**config.mk**
```make
export PLATFORM = sky130hd
export DESIGN_NAME = low_power_and_reset_status_ctrl
export DESIGN_NICKNAME = d
export VERILOG_FILES = /design/src/pkg/lprs_pkg.sv /design/src/low_power_and_reset_status_ctrl.sv /design/src/reset_cause_log.sv /design/src/stop_recovery_timer.sv
export VERILOG_INCLUDE_DIRS = /design/src /design/src/pkg
export SDC_FILE = /design/constraint.sdc
export NUM_CORES = 1
export LEC_CHECK = 0
export BUFFER_PORTS_ARGS = -buffer_cell sky130_fd_sc_hd__clkbuf_2
export CORE_MARGIN = 2
export CORE_UTILIZATION = 51
export CTS_BUF_LIST = sky130_fd_sc_hd__clkbuf_16
export CTS_CLUSTER_DIAMETER = 40
export DETAILED_ROUTE_END_ITERATION = 10
export PLACE_DENSITY = 0.95
export SLEW_MARGIN = 10
export SYNTH_ARGS = -nofsm -noshare
export SYNTH_HDL_FRONTEND = slang
export SYNTH_HIERARCHICAL = 1
export SYNTH_SLANG_ARGS = --single-unit
export TNS_END_PERCENT = 10
```
**constraint.sdc**
```tcl
create_clock -name clk_i -period 5.61 [get_ports clk_i]
set_input_delay 0.561 -clock clk_i [delete_from_list [all_inputs] [get_ports clk_i]]
set_output_delay 0.561 -clock clk_i [all_outputs]
set_load 0.01 [all_outputs]
```
**src/pkg/lprs_map.svh**
```systemverilog
// Register map, field positions, reset values and timing counts
`ifndef LPRS_MAP_SVH
`define LPRS_MAP_SVH

// Register byte addresses
`define ADR_BREAK_STATUS    16'hfe00
`define ADR_RESET_CAUSE     16'hfe01
`define ADR_BREAK_FLAG_CTRL 16'hfe03

// Break status fields
`define BIT_BREAK_EXITED_WAIT 1

// Reset cause fields
`define BIT_POR            7
`define BIT_PIN            6
`define BIT_WATCHDOG       5
`define BIT_ILLEGAL_OPCODE 4
`define BIT_ILLEGAL_ADDR   3
`define BIT_MONITOR_ENTRY  2
`define BIT_LOW_VOLTAGE    1

// Break flag control fields
`define BIT_BREAK_CLEAR_EN 7

// Reset values
`define RST_BREAK_STATUS    8'h00
`define RST_RESET_CAUSE_POR 8'h80
`define RST_BREAK_FLAG_CTRL 8'h00
`define RST_READ_DATA       8'h00

// Erased flash byte seen in both reset vector bytes
`define ERASED_BYTE 8'hff

// Stop recovery lengths in crystal clock cycles
`define STOP_REC_LONG_XCYC  4096
`define STOP_REC_SHORT_XCYC 32

// Bus cycles from the wait wake cycle to interrupt stacking
`define WAIT_STACK_DELAY_CYC 1

`endif

```
**src/pkg/lprs_pkg.sv**
```systemverilog
// Types shared by the low-power and reset status logic
package lprs_pkg;

  // Operating mode of the core clock controller
  typedef enum logic [1:0] {
    MODE_RUN     = 2'b00,
    MODE_WAIT    = 2'b01,
    MODE_STOP    = 2'b10,
    MODE_RECOVER = 2'b11
  } lp_mode_t;

  // Low-power instruction strobes from the core
  typedef struct packed {
    logic wait_exec;
    logic stop_exec;
  } cpu_req_t;

  // Reset sources other than power-on, one-cycle pulses
  typedef struct packed {
    logic pin;
    logic watchdog;
    logic illegal_opcode;
    logic illegal_addr;
    logic opcode_fetch;
    logic low_voltage;
    logic monitor_enter;
  } rst_ev_t;

  // Conditions for monitor mode entry after power-on
  typedef struct packed {
    logic [7:0] vector_hi;
    logic [7:0] vector_lo;
    logic       irq_at_supply;
  } monitor_cond_t;

  // Clock gates towards core and peripherals
  typedef struct packed {
    logic cpu;
    logic bus_clock_out;
    logic crystal_clock_out;
  } clk_gate_t;

endpackage : lprs_pkg

```
**src/low_power_and_reset_status_ctrl.sv**
```systemverilog
// Wait/stop control, reset cause and break status registers
//
// Behaviour
// - Wait stops core clock, peripherals keep running.
// - Wait interrupt wakes; stacking one cycle later.
// - Wait ends on reset, or break in emulation.
// - Break exit from wait sets status flag.
// - Watchdog runs in wait unless option disables.
// - Stop clears counter and gates both clocks.
// - Stop ends on interrupt or reset; stack after recovery.
// - Recovery 4096 crystal cycles, 32 when short.
// - Counter held from stop until recovery starts.
// - Registers at fe00, fe01, fe03; fe02 unmapped.
// - Break flag reads one after break exit.
// - Reset cause shows last reset; read clears.
// - Power-on sets its flag, clears others.
// - Pin, watchdog, opcode, voltage flags; read clears.
// - Illegal address flag only for opcode fetch.
// - Monitor flag: erased vector, interrupt pin high.
// - Break clear enable decides clearing during break.
// - Second clear step after break clears normally.
// - Wait or stop clears core interrupt mask.
//
// Design decision made here: the Wishbone register port.
`timescale 1ns/1ps
`include "lprs_map.svh"

module low_power_and_reset_status_ctrl #(
  parameter int LONG_REC_XCYC  = `STOP_REC_LONG_XCYC,
  parameter int SHORT_REC_XCYC = `STOP_REC_SHORT_XCYC
) (
  input  wire logic                    clk_i,
  input  wire logic                    rst_i,
  // Wishbone slave, 8-bit data
  input  wire logic                    cyc_i,
  input  wire logic                    stb_i,
  input  wire logic                    we_i,
  input  wire logic [15:0]             adr_i,
  input  wire logic [7:0]              dat_i,
  input  wire logic                    sel_i,
  output logic [7:0]                   dat_o,
  output logic                         ack_o,
  // Core and module side
  input  wire lprs_pkg::cpu_req_t      cpu_req_i,
  input  wire logic                    irq_req_i,
  input  wire logic                    break_req_i,
  input  wire logic                    emulation_i,
  input  wire logic                    break_state_i,
  input  wire lprs_pkg::rst_ev_t       rst_ev_i,
  input  wire lprs_pkg::monitor_cond_t mon_i,
  input  wire logic                    short_recovery_option_i,
  input  wire logic                    watchdog_disable_option_i,
  input  wire logic                    xtal_clk_i,
  output lprs_pkg::clk_gate_t          clk_gate_o,
  output lprs_pkg::lp_mode_t           mode_o,
  output logic                         stack_start_o,
  output logic                         clear_imask_o,
  output logic                         watchdog_run_o,
  output logic                         status_clear_permit_o
);

  // -----------------------------------------------------------------
  // Declarations
  // -----------------------------------------------------------------
  lprs_pkg::lp_mode_t mode_reg;
  lprs_pkg::lp_mode_t mode_next;

  logic       any_reset;
  logic       wait_wake;
  logic       wait_break;
  logic       stop_wake;
  logic       rec_hold;
  logic       rec_done;
  logic       clear_permit;

  logic       bus_req;
  logic       ack_reg;
  logic       bus_done;
  logic       wr_done;
  logic       rd_done;
  logic [7:0] rd_data;
  logic [7:0] dat_reg;

  logic       exited_wait_reg;
  logic       exited_wait_next;
  logic [7:0] bfc_reg;
  logic [7:0] cause;
  logic       cause_rd_clr;

  logic       stack_reg;
  logic       imask_reg;

  // Register select, used by the read mux and by the write paths
  function automatic logic hit(input logic [15:0] a, input logic [15:0] reg_adr);
    hit = (a == reg_adr);
  endfunction : hit

  // -----------------------------------------------------------------
  // Wake and exit conditions
  // -----------------------------------------------------------------
  // Any non power-on reset source ends a low-power mode
  assign any_reset = rst_ev_i.pin | rst_ev_i.watchdog | rst_ev_i.illegal_opcode
                   | (rst_ev_i.illegal_addr & rst_ev_i.opcode_fetch)
                   | rst_ev_i.low_voltage | rst_ev_i.monitor_enter;

  assign wait_wake  = (mode_reg == lprs_pkg::MODE_WAIT) & irq_req_i & ~any_reset;
  // Break wakes only in emulation; a reset in the same cycle takes over
  assign wait_break = (mode_reg == lprs_pkg::MODE_WAIT) & break_req_i
                    & emulation_i & ~any_reset & ~irq_req_i;
  assign stop_wake  = (mode_reg == lprs_pkg::MODE_STOP) & irq_req_i;

  // -----------------------------------------------------------------
  // Mode sequencer
  // -----------------------------------------------------------------
  always_comb begin
    mode_next = mode_reg;
    case (mode_reg)
      lprs_pkg::MODE_RUN: begin
        if (cpu_req_i.stop_exec) begin
          mode_next = lprs_pkg::MODE_STOP;
        end else if (cpu_req_i.wait_exec) begin
          mode_next = lprs_pkg::MODE_WAIT;
        end
      end
      lprs_pkg::MODE_WAIT: begin
        if (any_reset || irq_req_i) begin
          mode_next = lprs_pkg::MODE_RUN;
        end else if (break_req_i && emulation_i) begin
          mode_next = lprs_pkg::MODE_RUN;
        end
      end
      lprs_pkg::MODE_STOP: begin
        if (any_reset) begin
          mode_next = lprs_pkg::MODE_RUN;
        end else if (irq_req_i) begin
          mode_next = lprs_pkg::MODE_RECOVER;
        end
      end
      lprs_pkg::MODE_RECOVER: begin
        if (any_reset || rec_done) begin
          mode_next = lprs_pkg::MODE_RUN;
        end
      end
      default: begin
        mode_next = lprs_pkg::MODE_RUN;
      end
    endcase
  end

  // Mode state
  always_ff @(posedge clk_i) begin
    if (rst_i) begin
      mode_reg <= lprs_pkg::MODE_RUN;
    end else begin
      mode_reg <= mode_next;
    end
  end

  assign mode_o = mode_reg;

  // -----------------------------------------------------------------
  // Stop recovery timing
  // -----------------------------------------------------------------
  // Counter stays cleared outside recovery, so each stop starts from zero
  assign rec_hold = (mode_reg != lprs_pkg::MODE_RECOVER);

  stop_recovery_timer #(
    .LONG_CYC  (LONG_REC_XCYC),
    .SHORT_CYC (SHORT_REC_XCYC)
  ) u_rec (
    .clk_i      (clk_i),
    .rst_i      (rst_i),
    .xtal_clk_i (xtal_clk_i),
    .hold_i     (rec_hold),
    .short_i    (short_recovery_option_i),
    .done_o     (rec_done)
  );

  // -----------------------------------------------------------------
  // Clock gates and watchdog
  // -----------------------------------------------------------------
  // Core runs only in run mode; oscillator output waits for recovery
  always_comb begin
    clk_gate_o.cpu               = (mode_reg == lprs_pkg::MODE_RUN);
    clk_gate_o.bus_clock_out     = (mode_reg == lprs_pkg::MODE_RUN)
                                 | (mode_reg == lprs_pkg::MODE_WAIT);
    clk_gate_o.crystal_clock_out = (mode_reg == lprs_pkg::MODE_RUN)
                                 | (mode_reg == lprs_pkg::MODE_WAIT);
  end

  // Watchdog halts with the clocks in stop, keeps going in wait
  assign watchdog_run_o = ~watchdog_disable_option_i
                        & ((mode_reg == lprs_pkg::MODE_RUN)
                        |  (mode_reg == lprs_pkg::MODE_WAIT));

  // -----------------------------------------------------------------
  // Core strobes
  // -----------------------------------------------------------------
  // Stacking pulse: one cycle after a wait wake, or at recovery end
  always_ff @(posedge clk_i) begin
    if (rst_i) begin
      stack_reg <= 1'b0;
    end else begin
      stack_reg <= wait_wake
                 | ((mode_reg == lprs_pkg::MODE_RECOVER) & rec_done & ~any_reset);
    end
  end

  // Mask clear follows either low-power instruction
  always_ff @(posedge clk_i) begin
    if (rst_i) begin
      imask_reg <= 1'b0;
    end else begin
      imask_reg <= (mode_reg == lprs_pkg::MODE_RUN)
                 & (cpu_req_i.wait_exec | cpu_req_i.stop_exec);
    end
  end

  assign stack_start_o = stack_reg;
  assign clear_imask_o = imask_reg;

  // -----------------------------------------------------------------
  // Break flag protection
  // -----------------------------------------------------------------
  // Modules gate the final step of any clear with this, so a first
  // step taken before break cannot complete during break unless clear enable is set
  assign clear_permit = ~break_state_i | bfc_reg[`BIT_BREAK_CLEAR_EN];
  assign status_clear_permit_o = clear_permit;

  // -----------------------------------------------------------------
  // Wishbone slave
  // -----------------------------------------------------------------
  // One wait state: ack rises the cycle after the strobe, drops after
  assign bus_req  = cyc_i & stb_i;
  assign bus_done = bus_req & ack_reg;
  assign wr_done  = bus_done & we_i & sel_i;
  assign rd_done  = bus_done & ~we_i;

  always_ff @(posedge clk_i) begin
    if (rst_i) begin
      ack_reg <= 1'b0;
    end else begin
      ack_reg <= bus_req & ~ack_reg;
    end
  end

  // Read mux; fe02 and all other addresses read as zero
  always_comb begin
    rd_data = `RST_READ_DATA;
    if (hit(adr_i, `ADR_BREAK_STATUS)) begin
      rd_data[`BIT_BREAK_EXITED_WAIT] = exited_wait_reg;
    end else if (hit(adr_i, `ADR_RESET_CAUSE)) begin
      rd_data = cause;
    end else if (hit(adr_i, `ADR_BREAK_FLAG_CTRL)) begin
      rd_data = bfc_reg;
    end
  end

  // Read data captured while the flags still hold their old values
  always_ff @(posedge clk_i) begin
    if (rst_i) begin
      dat_reg <= `RST_READ_DATA;
    end else if (bus_req && !ack_reg && !we_i) begin
      dat_reg <= rd_data;
    end
  end

  assign ack_o = ack_reg;
  assign dat_o = dat_reg;

  // -----------------------------------------------------------------
  // Break flag control register
  // -----------------------------------------------------------------
  // Only the clear enable bit is implemented; others read zero
  always_ff @(posedge clk_i) begin
    if (rst_i) begin
      bfc_reg <= `RST_BREAK_FLAG_CTRL;
    end else if (wr_done && hit(adr_i, `ADR_BREAK_FLAG_CTRL)) begin
      bfc_reg <= 8'h00;
      bfc_reg[`BIT_BREAK_CLEAR_EN] <= dat_i[`BIT_BREAK_CLEAR_EN];
    end
  end

  // -----------------------------------------------------------------
  // Break status register
  // -----------------------------------------------------------------
  // Writing zero clears the flag; a break exit in that cycle still sets it
  always_comb begin
    exited_wait_next = exited_wait_reg;
    if (wr_done && hit(adr_i, `ADR_BREAK_STATUS) && clear_permit
        && !dat_i[`BIT_BREAK_EXITED_WAIT]) begin
      exited_wait_next = 1'b0;
    end
    if (wait_break) begin
      exited_wait_next = 1'b1;
    end
  end

  always_ff @(posedge clk_i) begin
    if (rst_i) begin
      exited_wait_reg <= 1'(`RST_BREAK_STATUS >> `BIT_BREAK_EXITED_WAIT);
    end else begin
      exited_wait_reg <= exited_wait_next;
    end
  end

  // -----------------------------------------------------------------
  // Reset cause register
  // -----------------------------------------------------------------
  // Clear lands on the acknowledge edge, after data was captured
  assign cause_rd_clr = rd_done & hit(adr_i, `ADR_RESET_CAUSE) & clear_permit;

  reset_cause_log u_cause (
    .clk_i    (clk_i),
    .rst_i    (rst_i),
    .ev_i     (rst_ev_i),
    .mon_i    (mon_i),
    .rd_clr_i (cause_rd_clr),
    .cause_o  (cause)
  );

endmodule : low_power_and_reset_status_ctrl

```
**src/reset_cause_log.sv**
```systemverilog
// Reset cause flags, set by reset sources and cleared by a read
`timescale 1ns/1ps
`include "lprs_map.svh"

module reset_cause_log (
  input  wire logic                   clk_i,
  input  wire logic                   rst_i,
  input  wire lprs_pkg::rst_ev_t      ev_i,
  input  wire lprs_pkg::monitor_cond_t mon_i,
  input  wire logic                   rd_clr_i,
  output logic [7:0]                  cause_o
);

  logic [7:0] cause_reg;
  logic [7:0] cause_next;

  // Monitor entry only counts with an erased reset vector and the pin high
  function automatic logic monitor_ok(input lprs_pkg::monitor_cond_t m);
    monitor_ok = (m.vector_hi == `ERASED_BYTE) && (m.vector_lo == `ERASED_BYTE) && m.irq_at_supply;
  endfunction : monitor_ok

  // -----------------------------------------------------------------
  // Next flag values
  // -----------------------------------------------------------------
  // A new reset in the read cycle survives the clear
  always_comb begin
    cause_next = rd_clr_i ? 8'h00 : cause_reg;
    if (ev_i.pin)            cause_next[`BIT_PIN]            = 1'b1;
    if (ev_i.watchdog)       cause_next[`BIT_WATCHDOG]       = 1'b1;
    if (ev_i.illegal_opcode) cause_next[`BIT_ILLEGAL_OPCODE] = 1'b1;
    if (ev_i.low_voltage)    cause_next[`BIT_LOW_VOLTAGE]    = 1'b1;
    if (ev_i.illegal_addr && ev_i.opcode_fetch) begin
      cause_next[`BIT_ILLEGAL_ADDR] = 1'b1;
    end
    if (ev_i.monitor_enter && monitor_ok(mon_i)) begin
      cause_next[`BIT_MONITOR_ENTRY] = 1'b1;
    end
  end

  // -----------------------------------------------------------------
  // Flag register
  // -----------------------------------------------------------------
  // Power-on leaves only its own flag
  always_ff @(posedge clk_i) begin
    if (rst_i) begin
      cause_reg <= `RST_RESET_CAUSE_POR;
    end else begin
      cause_reg <= cause_next;
    end
  end

  assign cause_o = cause_reg;

endmodule : reset_cause_log

```
**src/stop_recovery_timer.sv**
```systemverilog
// Stop recovery timer counting crystal clock edges
`timescale 1ns/1ps
`include "lprs_map.svh"

module stop_recovery_timer #(
  parameter int LONG_CYC  = `STOP_REC_LONG_XCYC,
  parameter int SHORT_CYC = `STOP_REC_SHORT_XCYC
) (
  input  wire logic clk_i,
  input  wire logic rst_i,
  input  wire logic xtal_clk_i,
  input  wire logic hold_i,
  input  wire logic short_i,
  output logic      done_o
);

  localparam int CW = $clog2(LONG_CYC + 1);

  logic          xs1_reg;
  logic          xs2_reg;
  logic          xs3_reg;
  logic          tick;
  logic [CW-1:0] count_reg;
  logic [CW-1:0] target;

  // -----------------------------------------------------------------
  // Crystal clock sampling
  // -----------------------------------------------------------------
  // Two stages before any logic; crystal must stay below half bus rate
  always_ff @(posedge clk_i) begin
    if (rst_i) begin
      xs1_reg <= 1'b0;
      xs2_reg <= 1'b0;
      xs3_reg <= 1'b0;
    end else begin
      xs1_reg <= xtal_clk_i;
      xs2_reg <= xs1_reg;
      xs3_reg <= xs2_reg;
    end
  end

  assign tick = xs2_reg & ~xs3_reg;

  // -----------------------------------------------------------------
  // Recovery count
  // -----------------------------------------------------------------
  assign target = short_i ? CW'(SHORT_CYC) : CW'(LONG_CYC);

  // Held at zero until recovery starts, then counts crystal edges
  always_ff @(posedge clk_i) begin
    if (rst_i || hold_i) begin
      count_reg <= '0;
    end else if (tick && (count_reg < target)) begin
      count_reg <= count_reg + CW'(1);
    end
  end

  assign done_o = ~hold_i & (count_reg >= target);

endmodule : stop_recovery_timer

```
# ---- Word level (Yosys, flattened, before mapping)
# Index checks and enable logic that the tools add are counted.
dict set report totals {
  ff_bits 38
  elab_cells 122
  output_inout_bits 18
}
dict set report op_classes {
  addsub 1
  reduce_logical 27
  magnitude_cmp 2
  bitwise_logic 38
  n_eq_ne 13
  n_mux 23
}
# operator n
set op_table {}
lappend op_table {{$eq 16x16->1 const B} 3}
lappend op_table {{$and 1x1->1} 21}
lappend op_table {{$eq 8x8->1 const B} 2}
lappend op_table {{$mux 8} 2}
lappend op_table {{$mux 2} 7}
lappend op_table {{$reduce_bool 2->1} 7}
lappend op_table {{$add 13x1->13 const B} 1}
lappend op_table {{$ge 13x13->1} 1}
lappend op_table {{$lt 13x13->1} 1}
lappend op_table {{$mux 13} 1}
lappend op_table {{$logic_and 1x1->1} 12}
lappend op_table {{$mux 1} 10}
lappend op_table {{$or 1x1->1} 9}
lappend op_table {{$not 1->1} 8}
lappend op_table {{$pmux 2 s4} 1}
lappend op_table {{$mux 7} 1}
lappend op_table {{$mux 6} 1}
lappend op_table {{$ne 3x3->1 const B} 2}
lappend op_table {{$eq 2x2->1 const B} 2}
lappend op_table {{$ne 2x2->1 const B} 2}
lappend op_table {{$reduce_and 4->1} 1}
lappend op_table {{$logic_not 1->1} 3}
lappend op_table {{$logic_or 1x1->1} 3}
lappend op_table {{$ne 3x1->1 const B} 1}
lappend op_table {{2 further kinds} 2}

# ---- Longest topological paths before layout
# Gate-level depths: netlist of the first run.
dict set report logic_depth {
  depth_word 9
  ltp_mapped 10
}

# ---- Hierarchy
# Netlist of the first run, hierarchy kept.
# module cells_each instances area_each_um2
set by_module_without_submodules {}
lappend by_module_without_submodules {stop_recovery_timer 106 1 882.1}
lappend by_module_without_submodules {low_power_and_reset_status_ctrl 85 1 762.0}
lappend by_module_without_submodules {reset_cause_log 29 1 287.8}

# ---- Worst setup path after synthesis of the first run
# OpenSTA, ideal clock, no wires.
dict set report synth_path {
  kind {flip-flop to flip-flop}
  start {reg u_rec.count_reg[12]}
  end {reg mode_reg[0], in the netlist mode_o[0]}
  required_time_ns 5.538
  setup_slack_ns 3.604
  n_path_buf 1
  stages_incl_launch_ff 10
  arrival_ns 1.934
  path_cell_list {dfxtp_1 -> ha_1 -> or4b_4 -> o22ai_1 -> buf_2 -> a21oi_1 -> mux2i_1 -> a32oi_1 -> nor2_1 -> mux2i_1}
}
dict set report synth_via {
  elab_chain_cells 5
}
# element line_no
set synth_lines {}
lappend synth_lines {{start: declaration} stop_recovery_timer.sv:23} ;# logic [CW-1:0] count_reg;
lappend synth_lines {{start signal: assignment} stop_recovery_timer.sv:54} ;# count_reg <= count_reg + CW'(1);
lappend synth_lines {{$ge 13x13->1} stop_recovery_timer.sv:58} ;# assign done_o = ~hold_i & (count_reg >= target);
lappend synth_lines {{$and 1x1->1} stop_recovery_timer.sv:58}
lappend synth_lines {{via rec_done} low_power_and_reset_status_ctrl.sv:73} ;# logic rec_done;
lappend synth_lines {{$logic_or 1x1->1} low_power_and_reset_status_ctrl.sv:140} ;# if (any_reset || rec_done) begin
lappend synth_lines {{$ne 2x2->1 (no source line)} --}
lappend synth_lines {{$reduce_and 4->1 (no source line)} --}
lappend synth_lines {{end signal: assignment} low_power_and_reset_status_ctrl.sv:153} ;# mode_reg <= lprs_pkg::MODE_RUN;
lappend synth_lines {{end signal: assignment} low_power_and_reset_status_ctrl.sv:155} ;# mode_reg <= mode_next;
lappend synth_lines {{end: declaration} low_power_and_reset_status_ctrl.sv:65} ;# lprs_pkg::lp_mode_t mode_reg;
# The timed path passes the listed nets, and every way through them passes these cells.
# A chain may end at the register's enable or synchronous reset.

==> impl_results.md, run 1 <==
* Run status: complete, no violations
* Max reg flops at 13
* DRT iter0 DRCs at 170
* Hold Fails Final Rpt at 0
* ANT cells at 0
* Clock slew at reported path FFs at 0.06 ns
* Synthesized flop and latch total at 38
* Post-synth EDFFs at 0
* Largest family of logic cells by synthesized area: simple AND/OR/NAND/NOR gates
* Ys flop type: dfxtp_1
* Filler cells at 290
* Clk buf depth at 2
* Worst path slowest cell: o22ai_1
* CP cell instances: clkbuf_2 > ha_1 > or4b_4 > o22ai_1 > a21oi_1 > mux2i_1 > a32oi_1 > nor2_1 > mux2i_1
* Clock Latency Late Sink at 0.28 ns
* Required @ worst endpoint at 5.82 ns
* DR DRC count at 0
* Pins Over Slew Limit at 0
* Placed cells at 331
* Mux share of post-synthesis cell area at 0.0363
* Synth top area share at 0.394
* Initial antenna violation count at 0
* Post-synth top cells: dfxtp_1, a21oi_1, nor2_1
* Drt via density at 5.72
* Area Growth Syn to Fin at 26.2%
* # rows at 22
* Startpoint types: primary input
* Total wire length at 4.76 mm
* Setup Skew at 0.00326 ns
* Clk sinks at 38
* Die width at 65.5 um
* Fin area at 2440 um^2
* First-pass GRT wire length at 7.51 mm
* Syn Inst Count at 220
* Crit path DAT at 2.85 ns
* Crit-path most repeated cell: mux2i_1
* Largest net degree at the start of global routing at 25
* YS warnings at 6
* Post-CTS Hold Fix Bufs at 0
* Cell taking the most area after synthesis: dfxtp_1
* Setup TNS at 0 ns
* Period utilization at 0.471
* Sequential area share after synthesis at 0.394
* Min Tclk post-route at 2.64 ns
* Final Net Count at 357
* Share of synthesized cell area in full adder, half adder and majority cells at 0.0259
* Area of placed instances at 2300 um^2
* Drt wl/cell at 14.0 um
* GPL Wtd Cong at 0.883
* # IOs at 81
* Worst Max-Slew Pin Slew at 0.821 ns
* Hold Path Class: reg -> reg
* Full die area at 4300 um^2
* Root Buffer: clkbuf_16
* Antenna-violating nets left at 0
* GRT Total Usage at 0.227
* CP delay by family, top: compound AO/OA/AOI/OAI gates
* MaxCap Viol Count at 0
* Most common cell in the netlist: dfxtp_1
* Worst setup path start: short_recovery_option_i
* Post-synthesis compound-gate area fraction at 0.177
* Non-Filler Instances at 339
* Rel. slew slack at 0.452
* Dpl hpwl at 3.69 mm
* Crit. End Element: flop
* Crit Path Class: in -> reg
* Post-CTS Resized at 0
* Die height at 65.5 um
* Postcts setup bufs at 0
* Aggregate global routing overflow at 0
* Syn nets at 287
* Initial core utilization at 0.528
* CTS buffer count at 5
* Xor/xnor share of the synthesized area at 0
* Peak supply drop at 179 uV
* Via count at 1940
* Critical Path Max Stage Delay at 0.64 ns
* Unique masters post-synth at 53
* Avg Inst Size Synth at 8.78 um^2
* FFs w/ async S/R, synth at 0
* CP bufs+invs at 1
* Layout cells sized above 1 at 0.333
* Cell area after synthesis at 1930 um^2
* Maximum fanout along the worst path at 12
* Worst R2R Start: u_rec/count_reg[5]$_SDFFE_PP0P_
* RSZ-0062 raised after global routing: false
* Number of global-route vias before repair at 1698
* Drt pass-1 iters at 4
* CTS tree: yes
* Synth Area in Simple Gates at 0.316
* Largest cells by area after synthesis: dfxtp_1, a21oi_1, mux2i_1, nand4_1, nor2_1
* Max Fclk at 379 MHz
* Core area at 3660 um^2
* Leakage at 1.01 nW
* Final setup viols at 0
* Hold path start: u_rec/xs1_reg$_SDFF_PP0_
* R2R Setup Slk at 3.01 ns
* IO buf count at 74
* H-tree depth at 2
* Pwr Density at 248 nW/um^2
worst paths after layout:
path / cells past startpoint / to
worst min-delay path: 1 / u_rec/xs2_reg$_SDFF_PP0_
worst min register to register: 1 / u_rec/xs2_reg$_SDFF_PP0_
worst max-delay path: 9 / mode_o[0]$_SDFFE_PP0P_
worst max register to register: 9 / mode_o[0]$_SDFFE_PP0P_
metal layers:
layer	share of wire	vias up	global-route usage
met5	0	-	0
met3	0.064	6	0.0497
li1	-	955	-
met4	0.011	0	0.0703
met1	0.41	909	0.276
met2	0.52	70	0.398
layout by cell type (no fill, tap or decap), drive strengths merged, types with 6 or more instances in the layout:
cell type | Yosys | final
clkbuf | 5 | 79
nand2 | 14 | 14
a21oi | 20 | 20
mux2i | 7 | 7
dfxtp | 38 | 38
nor4 | 6 | 6
or3 | 6 | 6
nand3 | 10 | 10
nor3 | 7 | 7
inv | 8 | 8
nor2 | 17 | 17
nand4 | 12 | 12
o21ai | 7 | 7
nor2b | 8 | 8
through the flow:
| step | total power, W | utilization | setup WS (ns) | hold WS [ns] |
|---|---|---|---|---|
| after floorplan | 0.000314 | - | 3.33 | 0.414 |
| after global placement | 0.000341 | 0.627 | 2.74 | 0.431 |
| after detailed placement | 0.000344 | 0.627 | 2.72 | 0.440 |
| after CTS | 0.000608 | 0.666 | 2.99 | 0.453 |
| after global routing | 0.000628 | 0.666 | 2.77 | 0.463 |
| final | 0.000605 | 0.666 | 2.97 | 0.447 |
cells by family (layout without fill, tap and decap cells):
group,count (synthesis),count (layout)
simple gates,101,101
compound gates,50,50
flops,38,38
buf+inv,19,90
mux,7,7
fa+ha+maj,4,4
other cells,1,1
cell type report:
cell class | count | area [um^2] | area share
flip-flops and latches | 38 | 761 | 0.312
multi-input cells | 163 | 1080 | 0.441
clock buffers | 5 | 125 | 0.0513
clock inverters | 3 | 16.3 | 0.00667
inverters | 8 | 30.0 | 0.0123
well taps | 48 | 60.1 | 0.0246
repair buffers | 74 | 370 | 0.152
power breakdown:
part	internal [W]	leakage, nW	switching, W	total (W)
clock	0.000162	0.0672	0.000105	0.000267
sequential	0.000275	0.309	0.00000487	0.000280
combinational	0.0000279	0.633	0.0000299	0.0000578
Power figures use the tool's default switching activity.
==> run 2, diff against run 1 <==
--- a/config.mk
+++ b/config.mk
@@ -8,11 +8,11 @@
 export LEC_CHECK = 0
 export BUFFER_PORTS_ARGS = -buffer_cell sky130_fd_sc_hd__clkbuf_2
 export CORE_MARGIN = 2
-export CORE_UTILIZATION = 51
+export CORE_UTILIZATION = 43
 export CTS_BUF_LIST = sky130_fd_sc_hd__clkbuf_16
 export CTS_CLUSTER_DIAMETER = 40
 export DETAILED_ROUTE_END_ITERATION = 10
-export PLACE_DENSITY = 0.95
+export PLACE_DENSITY = 0.87
 export SLEW_MARGIN = 10
 export SYNTH_ARGS = -nofsm -noshare
 export SYNTH_HDL_FRONTEND = slang
==> constraint.sdc (replaced) <==
create_clock -name clk_i -period 2.4 [get_ports clk_i]
set_input_delay 0.24 -clock clk_i [delete_from_list [all_inputs] [get_ports clk_i]]
set_output_delay 0.24 -clock clk_i [all_outputs]
set_load 0.01 [all_outputs]
==> run 2 against run 1 <==
  * Final cell count increased by 1.8%
  * Worst hold slack got worse by 0.28 ns
  * First-iteration DRC count decreased by 54%
  * Critical path depth unchanged
  * Global-route usage decreased by 3.4 points
  * Total power increased to 2.7 times the previous value
  * Worst setup slack got worse by 2.6 ns
  * Wire length increased by 1.5%
  * Die area increased by 17%
  * Sequential share of layout area decreased by 0.90 points
==> impl_results.md, run 2 (synthesis results as in run 1) <==
* Area Growth Syn to Fin at 30.0%
* CP cell instances: inv_1 > ha_1 > or4b_4 > o22ai_1 > a21oi_1 > mux2i_1 > a32oi_1 > nor2_1 > mux2i_1
* Clk sinks at 38 (unchanged)
* Reg2reg end: mode_o[0]$_SDFFE_PP0P_
* Post-CTS Resized at 0 (unchanged)
* Hold Path Class: in -> reg
* Drt pass-1 iters at 4 (unchanged)
* P_int at 0.00131 W (+180%)
* Pins Over Slew Limit at 0 (unchanged)
* Critical Path Max Stage Delay at 0.47 ns (-0.17 ns)
* Antenna-violating nets left at 0 (unchanged)
* Final setup viols at 0 (unchanged)
* Crit path DAT at 2.30 ns (-0.55 ns)
* Final Power at 0.00166 W (+170%)
* Largest net degree at the start of global routing at 25 (unchanged)
* Initial core utilization at 0.444 (-0.0840)
* Total wire length at 4.83 mm (+1.5%)
* Initial antenna violation count at 0 (unchanged)
* Gate power share at 0.083 (-0.013)
* Peak supply drop at 861 uV (+380%)
* Core area at 4350 um^2 (+19%)
* Crit. End Element: flop
* Crit path depth at 9 (unchanged)
* Worst R2R Start: u_rec/count_reg[5]$_SDFFE_PP0P_
* Setup TNS at 0 ns (unchanged)
* Worst Max-Slew Pin Slew at 0.714 ns (-0.108 ns)
* # rows at 24 (+9.1%)
* Die height at 71.0 um (+8.4%)
* DR DRC count at 0 (unchanged)
* Full die area at 5040 um^2 (+17%)
* Max Fclk at 481 MHz
* ANT cells at 0 (unchanged)
* P_sw at 0.000348 W (+150%)
* Postcts setup bufs at 0 (unchanged)
* # IOs at 81 (unchanged)
* Non-Filler Instances at 345 (+1.8%)
* Sw frac at 0.210 (-0.0206)
* Clock Latency Late Sink at 0.28 ns (about the same)
* Root Buffer: clkbuf_16
* Hold Fails Final Rpt at 0 (unchanged)
* Layout cells sized above 1 at 0.341 (+0.00796)
* Worst path slowest cell: or4b_4
* Period utilization at 0.866
* GPL Wtd Cong at 0.895 (+1.3%)
* Crit path to: mode_o[0]$_SDFFE_PP0P_
* Via count at 1958 (+0.93%)
* Final Net Count at 359 (+0.56%)
* Min Tclk post-route at 2.08 ns
* IO buf count at 74 (unchanged)
* Max reg flops at 13 (unchanged)
* Pwr Density at 659 nW/um^2 (+170%)
* CTS tree: yes
* Drt via density at 5.68 (-0.83%)
* MaxCap Viol Count at 0 (unchanged)
* Hold_ws at 0.164 ns (-0.283 ns)
* Sequential share of power at 0.396 (-0.067)
* Leakage at 1.05 nW (+3.6%)
* Required @ worst endpoint at 2.62 ns (-3.20 ns)
* Clock slew at reported path FFs at 0.06 ns (about the same)
* Startpoint types: flop
* Dpl hpwl at 3.56 mm (-3.7%)
* RSZ-0062 raised after global routing: false
* Clk buf depth at 2 (unchanged)
* Number of global-route vias before repair at 1744 (+2.7%)
* Post-CTS Hold Fix Bufs at 0 (unchanged)
* Crit-path most repeated cell: mux2i_1
* H-tree depth at 2 (unchanged)
* Maximum fanout along the worst path at 5 (-7)
* Crit Path Class: reg -> reg
* Placed cells at 337 (+1.8%)
* GRT Total Usage at 0.193 (-0.0339)
* Clk pwr share at 0.521 (+0.080)
* Drt wl/cell at 14.0 um (-0.23%)
* CP bufs+invs at 1 (unchanged)
* DRT iter0 DRCs at 78 (-54%)
* CP delay by family, top: simple AND/OR/NAND/NOR gates
* Worst setup path start: u_rec/count_reg[5]$_SDFFE_PP0P_
* Aggregate global routing overflow at 0 (unchanged)
* First-pass GRT wire length at 7.71 mm (+2.6%)
* Die width at 71.0 um (+8.4%)
* Run status: complete, no violations
* R2R Setup Slk at 0.32 ns (-2.69 ns)
* CTS buffer count at 5 (unchanged)
* Rel. slew slack at 0.523 (+0.0707)
* Worst r2r path cells at 9 (unchanged)
* Setup Skew at 0.00520 ns (+0.00194 ns)
* Commonest non-fill, non-tap cell in the layout: clkbuf_2
* Most frequent cells in the layout: clkbuf_2, dfxtp_1, a21oi_1
[run 2: worst min-delay path by stage]
| stage | startpoint | endpoint | slack, ns | cells past startpoint |
|---|---|---|---|---|
| after floorplan | rst_i | u_rec/xs1_reg$_SDFF_PP0_ | 0.31 | 1 |
| after detailed placement | u_rec/xs1_reg$_SDFF_PP0_ | u_rec/xs2_reg$_SDFF_PP0_ | 0.43 | 1 |
| after CTS | xtal_clk_i | u_rec/xs1_reg$_SDFF_PP0_ | 0.16 | 2 |
| after global placement | u_rec/xs1_reg$_SDFF_PP0_ | u_rec/xs2_reg$_SDFF_PP0_ | 0.42 | 1 |
| final | xtal_clk_i | u_rec/xs1_reg$_SDFF_PP0_ | 0.16 | 2 |
| after global routing | xtal_clk_i | u_rec/xs1_reg$_SDFF_PP0_ | 0.19 | 2 |
[run 2: cell type report]
class / count / area, um^2
Sequential cell: 38 / 761
Timing Repair Buffer: 76 / 385
Clock inverter: 3 / 68.8
Fill cell: 358 / 1840
Multi-Input combinational cell: 163 / 1080
Inverter: 8 / 30.0
Clock buffer: 5 / 125
Tap cell: 52 / 65.1
[run 2: through the flow]
stage          utilization  area (um^2)  worst slack, ns
2_1_floorplan            -         1930            0.394
3_3_place_gp         0.532         2320            0.370
3_5_place_dp         0.532         2320            0.343
4_1_cts              0.577         2510            0.331
5_1_grt              0.577         2510            0.207
6_report             0.577         2510            0.321
[run 2: layer usage]
metal | vias up | track usage | wire, um
met5 | - | 0 | 0
met4 | 0 | 0.0964 | 138
met3 | 19 | 0.0499 | 413
met2 | 92 | 0.313 | 2290
met1 | 889 | 0.238 | 1990
li1 | 958 | - | -
[run 2: worst register-to-register path: cells and delay by family (launching register included)]
kind / cells / cell delay [ns]
simple gates: 2 / 0.61
flops: 1 / 0.34
fa+ha+maj: 1 / 0.15
buf+inv: 1 / 0.12
compound gates: 3 / 0.44
mux: 2 / 0.35
[run 2: power by group through the flow]
stage	Sequential [W]	Clock, W	Combinational, W
after floorplan	0.000665	0	0.0000693
after global placement	0.000669	0	0.000132
after detailed placement	0.000670	0	0.000135
after CTS	0.000656	0.000876	0.000137
after global routing	0.000658	0.000902	0.000150
final	0.000656	0.000862	0.000137
